<file path="config.mk">
export PLATFORM = sky130hd
export DESIGN_NAME = scd_device_flat
export DESIGN_NICKNAME = d
export VERILOG_FILES = /design/src/include/scd_pkg.sv /design/src/include/scd_if.sv /design/src/hdl/scd_device.sv /design/src/flat_wrapper.sv
export SDC_FILE = /design/constraint.sdc
export NUM_CORES = 1
export LEC_CHECK = 0
export ABC_AREA = 1
export BUFFER_PORTS_ARGS = -buffer_cell sky130_fd_sc_hd__buf_2
export CAP_MARGIN = 20
export CORE_MARGIN = 2
export CORE_UTILIZATION = 40
export DETAILED_ROUTE_END_ITERATION = 10
export PLACE_DENSITY = 0.62
export SYNTH_ARGS = -nofsm -noshare
export SYNTH_HDL_FRONTEND = slang
export SYNTH_SLANG_ARGS = --single-unit
</file>
<file path="constraint.sdc">
create_clock -name mclk -period 22.3 [get_ports mclk]
set_input_delay 4.46 -clock mclk [delete_from_list [all_inputs] [get_ports mclk]]
set_output_delay 4.46 -clock mclk [all_outputs]
set_load 0.05 [all_outputs]
</file>
<file path="src/include/scd_pkg.sv">
// package: shared constants and types for the servo command input decoder
package scd_pkg;

  // ----------------------------------------
  // register map (APB, byte addresses)
  // ----------------------------------------
  localparam logic [7:0] ADDR_CTRL = 8'h00;
  localparam logic [7:0] ADDR_CFG = 8'h04;
  localparam logic [7:0] ADDR_STATUS = 8'h08;
  localparam logic [7:0] ADDR_POS = 8'h0C;
  localparam logic [7:0] ADDR_ABS = 8'h10;

  // ----------------------------------------
  // mode input function and pulse format encodings
  // ----------------------------------------
  typedef enum logic [2:0] {
    MF_PROP = 3'h0,
    MF_DIR = 3'h1,
    MF_MODESW = 3'h2,
    MF_ZCLAMP = 3'h3,
    MF_INHIBIT = 3'h4
  } scd_mf_t;

  typedef enum logic [1:0] {
    PF_STEPDIR = 2'h0,
    PF_CWCCW = 2'h1,
    PF_QUAD = 2'h2
  } scd_pf_t;

  // ----------------------------------------
  // field positions
  // ----------------------------------------
  localparam int CFG_MF_LSB = 0;
  localparam int CFG_PF_LSB = 3;
  localparam int CFG_INTSPD_BIT = 5;
  localparam int CFG_SWAPOT_BIT = 6;
  localparam int CFG_SWAPCL_BIT = 7;
  localparam int CFG_ABSENC_BIT = 8;
  localparam logic [31:0] CFG_RESET = 32'h0000_0000;

  // ----------------------------------------
  // timing
  // ----------------------------------------
  localparam int CLK_HZ = 20_000_000;
  localparam int DEBOUNCE_US = 1;
  localparam int DEBOUNCE_CYC = (CLK_HZ / 1_000_000) * DEBOUNCE_US;
  localparam int SEQ_N = 8;

endpackage

</file>
<file path="src/include/scd_if.sv">
// interface: sequence and pulse command pins between host and servo amplifier
interface scd_if;
  logic enableIn;
  logic modeIn;
  logic fwdLimit;
  logic revLimit;
  logic fwdTorqueLimit;
  logic revTorqueLimit;
  logic faultClear;
  logic encDataRequest;
  logic stepIn;
  logic signIn;
  logic errClear;
  logic encDataValid;
  logic [31:0] encData;
  logic alarm;

  modport host (
    output enableIn, modeIn, fwdLimit, revLimit, fwdTorqueLimit, revTorqueLimit,
    output faultClear, encDataRequest, stepIn, signIn, errClear,
    input encDataValid, encData, alarm
  );
  modport device (
    input enableIn, modeIn, fwdLimit, revLimit, fwdTorqueLimit, revTorqueLimit,
    input faultClear, encDataRequest, stepIn, signIn, errClear,
    output encDataValid, encData, alarm
  );
endinterface

</file>
<file path="src/hdl/scd_device.sv">
// device end: decodes sequence and pulse command inputs of the servo amplifier
// ----------------------------------------
// Notes on behaviour
// - mode input selects P-only speed loop
// - mode input reverses direction with internal speeds
// - mode input permits paired control-mode change
// - zero clamp forces speed command zero
// - pulse inhibit ignores command pulses
// - travel limit stops motor that direction
// - torque-limit input applies direction current limit
// - internal speeds: torque inputs select speed
// - fault clear releases latched alarm
// - encoder request answered with absolute data
// - step/dir, CW/CCW, quadrature pulse formats
// - error clear zeroes position error counter
// - configuration reassigns sequence input functions
// ----------------------------------------
//
// The register addresses and the APB interface to the registers were left to the implementer.
module scd_device
  import scd_pkg::*;
#(
  parameter int CNT_W = 32,
  parameter int DEB_CYC = DEBOUNCE_CYC
) (
  input wire logic mclk,
  input wire logic rst,
  scd_if.device link,
  input wire logic psel,
  input wire logic penable,
  input wire logic pwrite,
  input wire logic [7:0] paddr,
  input wire logic [31:0] pwdata,
  output logic [31:0] prdata,
  output logic pready,
  output logic pslverr,
  input wire logic faultEvent,
  input wire logic [31:0] absPosition,
  output logic energize,
  output logic piOnly,
  output logic modeSwitchEnable,
  output logic speedZero,
  output logic dirReverse,
  output logic fwdStop,
  output logic revStop,
  output logic fwdCurrentLimit,
  output logic revCurrentLimit,
  output logic [1:0] speedSelect
);

  // ----------------------------------------
  // synchronisers and debounce
  // ----------------------------------------
  logic [SEQ_N-1:0] rawIn;
  logic [SEQ_N-1:0] syncA_reg, syncB_reg, deb_reg;
  logic [2:0] pA_reg, pB_reg;
  logic [15:0] debCnt_reg [SEQ_N];
  assign rawIn = {link.encDataRequest, link.faultClear, link.revTorqueLimit, link.fwdTorqueLimit,
                  link.revLimit, link.fwdLimit, link.modeIn, link.enableIn};

  always_ff @(posedge mclk or posedge rst) begin
    if (rst) begin
      syncA_reg <= '0;
      syncB_reg <= '0;
      pA_reg <= '0;
      pB_reg <= '0;
    end else begin
      syncA_reg <= rawIn;
      syncB_reg <= syncA_reg;
      pA_reg <= {link.errClear, link.signIn, link.stepIn};
      pB_reg <= pA_reg;
    end
  end

  for (genvar i = 0; i < SEQ_N; i++) begin : g_deb
    always_ff @(posedge mclk or posedge rst) begin
      if (rst) begin
        debCnt_reg[i] <= '0;
        deb_reg[i] <= 1'b0;
      end else if (syncB_reg[i] == deb_reg[i]) begin
        debCnt_reg[i] <= '0;
      end else if (debCnt_reg[i] >= 16'(DEB_CYC - 1)) begin
        debCnt_reg[i] <= '0;
        deb_reg[i] <= syncB_reg[i];
      end else begin
        debCnt_reg[i] <= debCnt_reg[i] + 16'h0001;
      end
    end
  end

  // ----------------------------------------
  // registers
  // ----------------------------------------
  logic [31:0] cfg_reg;
  logic alarm_reg;
  logic [CNT_W-1:0] posErr_reg;
  logic [31:0] absData_reg;
  logic absValid_reg;
  logic [2:0] pPrev_reg;
  logic apbWr, apbRd, clrWrite;
  scd_mf_t mfSel;
  scd_pf_t pfSel;
  assign apbWr = psel && penable && pwrite;
  assign apbRd = psel && penable && !pwrite;
  assign pready = 1'b1;
  assign mfSel = scd_mf_t'(cfg_reg[CFG_MF_LSB +: 3]);
  assign pfSel = scd_pf_t'(cfg_reg[CFG_PF_LSB +: 2]);
  assign clrWrite = apbWr && paddr == ADDR_CTRL && pwdata[0];

  always_ff @(posedge mclk or posedge rst) begin
    if (rst) begin
      cfg_reg <= CFG_RESET;
    end else if (apbWr && paddr == ADDR_CFG) begin
      cfg_reg <= pwdata;
    end
  end

  always_comb begin
    pslverr = 1'b0;
    prdata = 32'h0000_0000;
    unique case (paddr)
      ADDR_CTRL: prdata = 32'h0000_0000;
      ADDR_CFG: prdata = cfg_reg;
      ADDR_STATUS: prdata = {20'h00000, speedSelect, revCurrentLimit, fwdCurrentLimit, revStop, fwdStop,
                             dirReverse, speedZero, modeSwitchEnable, piOnly, energize, alarm_reg};
      ADDR_POS: prdata = 32'(posErr_reg);
      ADDR_ABS: prdata = absData_reg;
      default: pslverr = psel && penable;
    endcase
    if (!apbRd) prdata = 32'h0000_0000;
  end

  // ----------------------------------------
  // sequence input decode
  // ----------------------------------------
  logic enS, modeS, fLimS, rLimS, fClS, rClS, fcS, reqS, fcPrev_reg, reqPrev_reg;
  assign enS = deb_reg[0];
  assign modeS = deb_reg[1];
  assign fLimS = cfg_reg[CFG_SWAPOT_BIT] ? deb_reg[3] : deb_reg[2];
  assign rLimS = cfg_reg[CFG_SWAPOT_BIT] ? deb_reg[2] : deb_reg[3];
  assign fClS = cfg_reg[CFG_SWAPCL_BIT] ? deb_reg[5] : deb_reg[4];
  assign rClS = cfg_reg[CFG_SWAPCL_BIT] ? deb_reg[4] : deb_reg[5];
  assign fcS = deb_reg[6];
  assign reqS = deb_reg[7];

  always_ff @(posedge mclk or posedge rst) begin
    if (rst) begin
      alarm_reg <= 1'b0;
      fcPrev_reg <= 1'b0;
    end else begin
      fcPrev_reg <= fcS;
      if (faultEvent) alarm_reg <= 1'b1;
      else if (fcS && !fcPrev_reg) alarm_reg <= 1'b0;
    end
  end

  always_ff @(posedge mclk or posedge rst) begin
    if (rst) begin
      energize <= 1'b0;
      piOnly <= 1'b0;
      modeSwitchEnable <= 1'b0;
      speedZero <= 1'b0;
      dirReverse <= 1'b0;
      fwdStop <= 1'b0;
      revStop <= 1'b0;
      fwdCurrentLimit <= 1'b0;
      revCurrentLimit <= 1'b0;
      speedSelect <= 2'h0;
    end else begin
      energize <= enS && !alarm_reg && !faultEvent;
      piOnly <= mfSel == MF_PROP && modeS;
      dirReverse <= cfg_reg[CFG_INTSPD_BIT] && mfSel == MF_DIR && modeS;
      modeSwitchEnable <= mfSel == MF_MODESW && modeS;
      speedZero <= mfSel == MF_ZCLAMP && modeS;
      fwdStop <= fLimS;
      revStop <= rLimS;
      fwdCurrentLimit <= !cfg_reg[CFG_INTSPD_BIT] && fClS;
      revCurrentLimit <= !cfg_reg[CFG_INTSPD_BIT] && rClS;
      speedSelect <= cfg_reg[CFG_INTSPD_BIT] ? {rClS, fClS} : 2'h0;
    end
  end

  // ----------------------------------------
  // absolute encoder request
  // ----------------------------------------
  always_ff @(posedge mclk or posedge rst) begin
    if (rst) begin
      reqPrev_reg <= 1'b0;
      absData_reg <= 32'h0000_0000;
      absValid_reg <= 1'b0;
    end else begin
      reqPrev_reg <= reqS;
      absValid_reg <= 1'b0;
      if (cfg_reg[CFG_ABSENC_BIT] && reqS && !reqPrev_reg) begin
        absData_reg <= absPosition;
        absValid_reg <= 1'b1;
      end
    end
  end
  assign link.encData = absData_reg;
  assign link.encDataValid = absValid_reg;
  assign link.alarm = alarm_reg;

  // ----------------------------------------
  // pulse command decode and error counter
  // ----------------------------------------
  logic stepRise, dirRise, upCnt, dnCnt, inhibit;
  logic [1:0] qOld, qNew;
  assign stepRise = pB_reg[0] && !pPrev_reg[0];
  assign dirRise = pB_reg[1] && !pPrev_reg[1];
  assign qOld = pPrev_reg[1:0];
  assign qNew = pB_reg[1:0];
  assign inhibit = mfSel == MF_INHIBIT && modeS;

  always_comb begin
    upCnt = 1'b0;
    dnCnt = 1'b0;
    unique case (pfSel)
      PF_STEPDIR: begin
        upCnt = stepRise && !pB_reg[1];
        dnCnt = stepRise && pB_reg[1];
      end
      PF_CWCCW: begin
        upCnt = stepRise && !dirRise;
        dnCnt = dirRise && !stepRise;
      end
      PF_QUAD: begin
        // A leads B counts up, each edge of either phase
        upCnt = (qOld == 2'h0 && qNew == 2'h1) || (qOld == 2'h1 && qNew == 2'h3) ||
                (qOld == 2'h3 && qNew == 2'h2) || (qOld == 2'h2 && qNew == 2'h0);
        dnCnt = (qOld == 2'h1 && qNew == 2'h0) || (qOld == 2'h3 && qNew == 2'h1) ||
                (qOld == 2'h2 && qNew == 2'h3) || (qOld == 2'h0 && qNew == 2'h2);
      end
      default: begin
        upCnt = 1'b0;
        dnCnt = 1'b0;
      end
    endcase
  end

  always_ff @(posedge mclk or posedge rst) begin
    if (rst) begin
      pPrev_reg <= '0;
      posErr_reg <= '0;
    end else begin
      pPrev_reg <= pB_reg;
      if (pB_reg[2] || clrWrite) posErr_reg <= '0;
      else if (!inhibit && upCnt) posErr_reg <= posErr_reg + CNT_W'(1);
      else if (!inhibit && dnCnt) posErr_reg <= posErr_reg - CNT_W'(1);
    end
  end

endmodule

</file>
<file path="src/flat_wrapper.sv">
// flat-port wrapper written by rule: the top's interface ports become plain ports
module scd_device_flat import scd_pkg::*;
#(
  parameter int CNT_W = 32,
  parameter int DEB_CYC = DEBOUNCE_CYC
)
  (mclk, rst, psel, penable, pwrite, paddr, pwdata, prdata, pready, pslverr, faultEvent, absPosition, energize, piOnly, modeSwitchEnable, speedZero, dirReverse, fwdStop, revStop, fwdCurrentLimit, revCurrentLimit, speedSelect, link_enableIn, link_modeIn, link_fwdLimit, link_revLimit, link_fwdTorqueLimit, link_revTorqueLimit, link_faultClear, link_encDataRequest, link_stepIn, link_signIn, link_errClear, link_encDataValid, link_encData, link_alarm);
  scd_if link_i ();
  input wire logic mclk;
  input wire logic rst;
  input wire logic psel;
  input wire logic penable;
  input wire logic pwrite;
  input wire logic [7:0] paddr;
  input wire logic [31:0] pwdata;
  output logic [31:0] prdata;
  output logic pready;
  output logic pslverr;
  input wire logic faultEvent;
  input wire logic [31:0] absPosition;
  output logic energize;
  output logic piOnly;
  output logic modeSwitchEnable;
  output logic speedZero;
  output logic dirReverse;
  output logic fwdStop;
  output logic revStop;
  output logic fwdCurrentLimit;
  output logic revCurrentLimit;
  output logic [1:0] speedSelect;
  input wire logic [$bits(link_i.enableIn)-1:0] link_enableIn;
  input wire logic [$bits(link_i.modeIn)-1:0] link_modeIn;
  input wire logic [$bits(link_i.fwdLimit)-1:0] link_fwdLimit;
  input wire logic [$bits(link_i.revLimit)-1:0] link_revLimit;
  input wire logic [$bits(link_i.fwdTorqueLimit)-1:0] link_fwdTorqueLimit;
  input wire logic [$bits(link_i.revTorqueLimit)-1:0] link_revTorqueLimit;
  input wire logic [$bits(link_i.faultClear)-1:0] link_faultClear;
  input wire logic [$bits(link_i.encDataRequest)-1:0] link_encDataRequest;
  input wire logic [$bits(link_i.stepIn)-1:0] link_stepIn;
  input wire logic [$bits(link_i.signIn)-1:0] link_signIn;
  input wire logic [$bits(link_i.errClear)-1:0] link_errClear;
  output wire logic [$bits(link_i.encDataValid)-1:0] link_encDataValid;
  output wire logic [$bits(link_i.encData)-1:0] link_encData;
  output wire logic [$bits(link_i.alarm)-1:0] link_alarm;
  assign link_i.enableIn = link_enableIn;
  assign link_i.modeIn = link_modeIn;
  assign link_i.fwdLimit = link_fwdLimit;
  assign link_i.revLimit = link_revLimit;
  assign link_i.fwdTorqueLimit = link_fwdTorqueLimit;
  assign link_i.revTorqueLimit = link_revTorqueLimit;
  assign link_i.faultClear = link_faultClear;
  assign link_i.encDataRequest = link_encDataRequest;
  assign link_i.stepIn = link_stepIn;
  assign link_i.signIn = link_signIn;
  assign link_i.errClear = link_errClear;
  assign link_encDataValid = link_i.encDataValid;
  assign link_encData = link_i.encData;
  assign link_alarm = link_i.alarm;
  scd_device #(.CNT_W(CNT_W), .DEB_CYC(DEB_CYC)) u_core (.mclk(mclk), .rst(rst), .link(link_i), .psel(psel), .penable(penable), .pwrite(pwrite), .paddr(paddr), .pwdata(pwdata), .prdata(prdata), .pready(pready), .pslverr(pslverr), .faultEvent(faultEvent), .absPosition(absPosition), .energize(energize), .piOnly(piOnly), .modeSwitchEnable(modeSwitchEnable), .speedZero(speedZero), .dirReverse(dirReverse), .fwdStop(fwdStop), .revStop(revStop), .fwdCurrentLimit(fwdCurrentLimit), .revCurrentLimit(revCurrentLimit), .speedSelect(speedSelect));
endmodule
</file>
# After elaboration in Yosys (flattened, before gate mapping)
# Index checks and enable logic that the tools add are counted.
[word_totals]
register_bits = 271
input_bits = 89
output_inout_bits = 79
word_cells = 190
[op_classes]
addsub = 10
magnitude_cmp = 8
n_eq_ne = 24
muxes = 32
n_bitwise = 8
reduce_logical = 70
[op_table]
columns = ["operator", "n"]
rows = [
  ["16-bit two-way mux", 16],
  ["16-bit by 1-bit adder with 16-bit output, second input constant", 8],
  ["16-bit by 5-bit >= comparator with 1-bit output, second input constant", 8],
  ["32-bit two-way mux", 4],
  ["32-bit one-hot mux with 4 select lines", 1],
  ["1-bit logical AND", 35],
  ["32-bit by 1-bit adder with 32-bit output, second input constant", 1],
  ["32-bit by 1-bit subtractor with 32-bit output, second input constant", 1],
  ["8-bit by 4-bit == test with 1-bit output, second input constant", 2],
  ["2-bit AND reduction", 8],
  ["1-bit logical NOT", 12],
  ["2-bit == test, second input constant", 5],
  ["1-bit == test", 8],
  ["8-bit by 3-bit == test with 1-bit output, second input constant", 1],
  ["8-bit by 5-bit == test with 1-bit output, second input constant", 1],
  ["8-bit logical NOT", 1],
  ["1-bit two-way mux", 8],
  ["1-bit inverter", 8],
  ["1-bit logical OR", 7],
  ["2-bit by 1-bit == test with 1-bit output, second input constant", 3],
  ["3-bit by 2-bit == test with 1-bit output, second input constant", 2],
  ["2-bit logical NOT", 3],
  ["1-bit one-hot mux with 3 select lines", 2],
  ["5-bit OR reduction", 1],
  ["other kinds (6)", 6],
]

# Logic depth before layout (Yosys ltp)
[logic_depth]
depth_word = 10
mapped_depth = 18
ltp_nobuf = 18

# Worst setup path before layout
# OpenSTA, ideal clock, no wires.
[synth_path]
kind = "input to output"
start = "input paddr[5]"
end = "output prdata[16]"
t_arrival_ns = 6.083
required_ns = 17.840
setup_slack_ns = 11.757
cell_stages = 8
n_path_buf = 1
path_cell_list = "nor2_1 > nand3_1 > inv_2 > nand2_1 > nand3_1 > nand4_1 > buf_2 > a31oi_1"
[synth_between]
elab_chain_len = 3
elab_cells_between_ends = 6
classes_between = "4 x eq/ne; 2 x mux"
[synth_lines]
columns = ["element", "line_no", "text"]
rows = [
  ["start, declared", "flat_wrapper.sv:14", "input wire logic [7:0] paddr;"],
  ["8-bit by 5-bit == test with 1-bit output (tied with other cells)", "scd_device.sv:121", "unique case (paddr)"],
  ["32-bit one-hot mux with 4 select lines (*)", "scd_device.sv:121", ""],
  ["32-bit two-way mux (*)", "scd_device.sv:130", "if (!apbRd) prdata = 32'h0000_0000;"],
  ["end, declared", "flat_wrapper.sv:16", "output logic [31:0] prdata;"],
]
# Mark *: on every way between the ends. The rest lies on a longest branch, timed or not.

# Worst setup path after layout
[layout_path]
start = "input paddr[1]"
end = "output prdata[13]"
# The elaborated chain is that of the path after synthesis.

==> summary.txt <==
Clock tree
  • Clock buffer depth: 3
  • Root Buffer: clkbuf_16
  • Max H-tree Level: 1
  • CTS tree: built
  • Post-CTS setup buffer count: 0
  • Clock Latency Late Sink: around 0.55 ns
  • Sink Count: 271
  • Num CTS Buffers: 28
  • Reg clk slew, reported paths: 0.06 ns
  • CTS resizes: 0
  • Cts hold-fix bufs: 0

Route
  • Routed Antenna Nets: 0
  • Total wire length: between 30 and 40 mm
  • Starting DRT DRC Count: approximately 660
  • Drt wl/cell: 14.7 µm
  • Via Count: 9985
  • DRT Pass-1 Iters: 5
  • Via/cell ratio: approximately 4.7
  • # DRC: 0

Floorplanning
  • I/O pin count: 168
  • Initial core utilization: 40.4%
  • Std cell rows: between 60 and 70
  • DIE AREA: approximately 33000 µm²
  • DIE WIDTH: 182 µm
  • Placeable Area: between 30000 and 40000 µm²
  • Die Y: 182 µm

Min path
  • Worst min-delay path category: flip-flop to flip-flop
  • End of the worst hold path: u_core.syncB_reg[1]
  • Worst Hold Launch: u_core.syncA_reg[1]
  • Hold Path Depth: 0

Power and ir drop
  • Power per cell area: about 77 nW/µm²
  • Pleak: between 0.008 and 0.009 µW
  • Peak VDD IR: 54.6 µV

Synthesis
  • Syn. warnings: 0
  • Post-Synth Simple-Gate Area: around 22%
  • Mapped cell area: 12700 µm²
  • Cells after synthesis: 1450
  • Syn_area_per_cell: a little under 9 µm²
  • Mux cell area share after synthesis: 2.36%
  • Post-synthesis compound-gate area fraction: 7.43%
  • Seq/Total Area, Yosys: 53.3%
  • Synth Register Bits: approximately 270
  • Post-Synth Adder-Cell Area: roughly 4.6%
  • Synth Area in XOR/XNOR: slightly above 3%
  • Yosys cell types: 39
  • Largest family of logic cells by synthesized area: simple AND/OR/NAND/NOR gates

STA
  • Final worst clock skew: approximately 0.02 ns
  • Slew Limit Fails: 0
  • Fin. Hold Viols: 0
  • FMAX: between 90 and 100 MHz
  • Final setup violating endpoints: 0
  • Hold WS: roughly 0.34 ns
  • RSZ-0062 raised after global routing: no
  • Final worst setup slack: 11.25 ns
  • Fin crit share: 49.5%
  • Fin crit period: between 10 and 15 ns
  • Setup total negative slack: 0 ns
  • Worst-Margin Slew: ~0.9 ns
  • Rel. slew slack: between 40% and 50%

Finish
  • Final cell count without fillers: between 2000 and 2500
  • Antenna cells: 0
  • Fillers: 2990
  • Area of the multi-input gates: about 5300 µm²
  • Max reg flops: about 130
  • Reg area: 6780 µm²
  • Post-layout net count: about 1800
  • Fin area: 15300 µm²
  • Share of cells above drive strength 1: around 16%
  • Syn-to-layout area delta: 20.2%

Global route
  • Total GRT Usage: 19.4%
  • Grt ovf: 0
  • Initial antenna violation count: 1
  • Largest net degree at the start of global routing: about 170
  • First-pass GRT wire length: 51.2 mm
  • Number of global-route vias before repair: roughly 10000

Worst setup path
  • Crit path required time: ~18 ns
  • R2r setup slk: between 15 and 20 ns
  • Critical Path End Type: output port
  • Critical path fanouts, max: 29
  • Crit Path Category: input pin to output port
  • Critical Path AT: ~6.6 ns
  • R2R Path End: u_core.posErr_reg[28]
  • Worst reg-to-reg path cell count: 17
  • RR Startpoint: u_core.pPrev_reg[0]
  • Startpoint class of the critical path: input pin

Placement
  • Port Buf Inserts: 166
  • # placed instances: roughly 2100
  • Worst slack, placed: about 11 ns
  • Area after DPL: 14300 µm²
  • DP Wirelength: 23.0 mm
  • GPL Wtd Cong: about 0.89

Outcome
  • Status: finished, final reports clean

Run
  • Max Cap Viol: 0
cell families (layout without fill, tap and decap cells):
family | count (synthesis) | count (layout)
AO/OA/AOI/OAI | 170 | 170
XOR/XNOR | 45 | 45
adder cells (fa/ha/maj) | 46 | 46
buffers and inverters | 227 | 422
flip-flops | 271 | 271
multiplexers | 21 | 21
other | 2 | 89
AND/OR/NAND/NOR | 668 | 668
cell type report:
class / count / area share, %
Clock buffer: 37 / 5.33
Sequential cell: 271 / 44.3
Inverter: 199 / 4.93
Tap cell: 402 / 3.29
Clock inverter: 15 / 1.42
Timing Repair Buffer: 171 / 5.76
Multi-Input combinational cell: 1039 / 34.9
Yosys cell counts, drive strengths merged:
master	count	share of area, %
a211oi	7	0.41
a21o	1	0.059
a21oi	70	2.8
a31oi	4	0.20
and3	2	0.098
buf	21	1.3
clkbuf	7	0.21
clkinv	1	0.029
conb	2	0.059
dfrtp	271	53
fa	1	0.16
ha	45	4.4
inv	198	5.8
mux2	21	2.4
nand2	413	12
nand3	69	2.7
nand3b	6	0.35
nand4	12	0.59
nor2	131	4.0
nor3	11	0.43
nor4	16	0.79
o21ai	82	3.5
o21bai	2	0.21
o22ai	4	0.20
or2	8	0.39
xnor2	21	1.4
xor2	24	1.7
metal layers:
layer  vias to the layer above  track usage, %  share of wire, %
li1                       5003               -                 -
met1                      4711            27.3                47
met2                       211            31.4                46
met3                        58            3.01               4.7
met4                         2            5.42               2.4
met5                         -               0             0.051
critical path: stages:
cell,delay (ns)
buf_2,0.12
nor2_4,0.12
nand3_1,0.09
inv_1,0.06
nand2_1,0.04
buf_4,0.24
nand3_1,0.15
nand4_1,0.39
buf_4,0.42
a31oi_1,0.19
buf_2,0.29
worst max-delay path by stage:
stage,startpoint,endpoint,slack (ns),cells past startpoint
after floorplan,rst,u_core.cfg_reg[0],10.37,1
after global placement,paddr[1],prdata[12],11.29,11
after detailed placement,paddr[1],prdata[13],11.23,11
after CTS,paddr[1],prdata[13],11.22,11
after global routing,paddr[5],prdata[11],11.04,11
final,paddr[1],prdata[13],11.25,11
where the power goes:
| group | internal (µW) | switching (µW) | leakage, µW |
|---|---|---|---|
| clock | 315 | 197 | 0.000506 |
| combinational | 39.3 | 103 | 0.00418 |
| sequential | 513 | 12.1 | 0.00338 |
| total | 868 | 313 | 0.00807 |
placed cells by master, fill, tap and decap left out, types with 5 or more instances in the layout:
| master | instances |
|---|---|
| a211oi_1 | 7 |
| a21oi_1 | 69 |
| buf_2 | 166 |
| bufinv_16 | 5 |
| clkbuf_16 | 29 |
| clkbuf_8 | 6 |
| clkinv_2 | 5 |
| conb_1 | 89 |
| dfrtp_1 | 271 |
| ha_1 | 45 |
| inv_1 | 193 |
| mux2_4 | 17 |
| nand2_1 | 407 |
| nand3_1 | 69 |
| nand3b_1 | 6 |
| nand4_1 | 12 |
| nor2_1 | 128 |
| nor3_1 | 10 |
| nor4_1 | 16 |
| o21ai_0 | 72 |
| o21ai_2 | 10 |
| or2_2 | 8 |
| xnor2_1 | 21 |
| xor2_1 | 24 |
metrics by stage:
stage	total power (µW)	utilization, %
floorplan	634	-
global placement	675	45.3
finish	1180	48.6
detailed placement	676	45.3
global route	1230	48.6
CTS	1190	48.6
No activity file was read; power rests on OpenSTA's default activity.
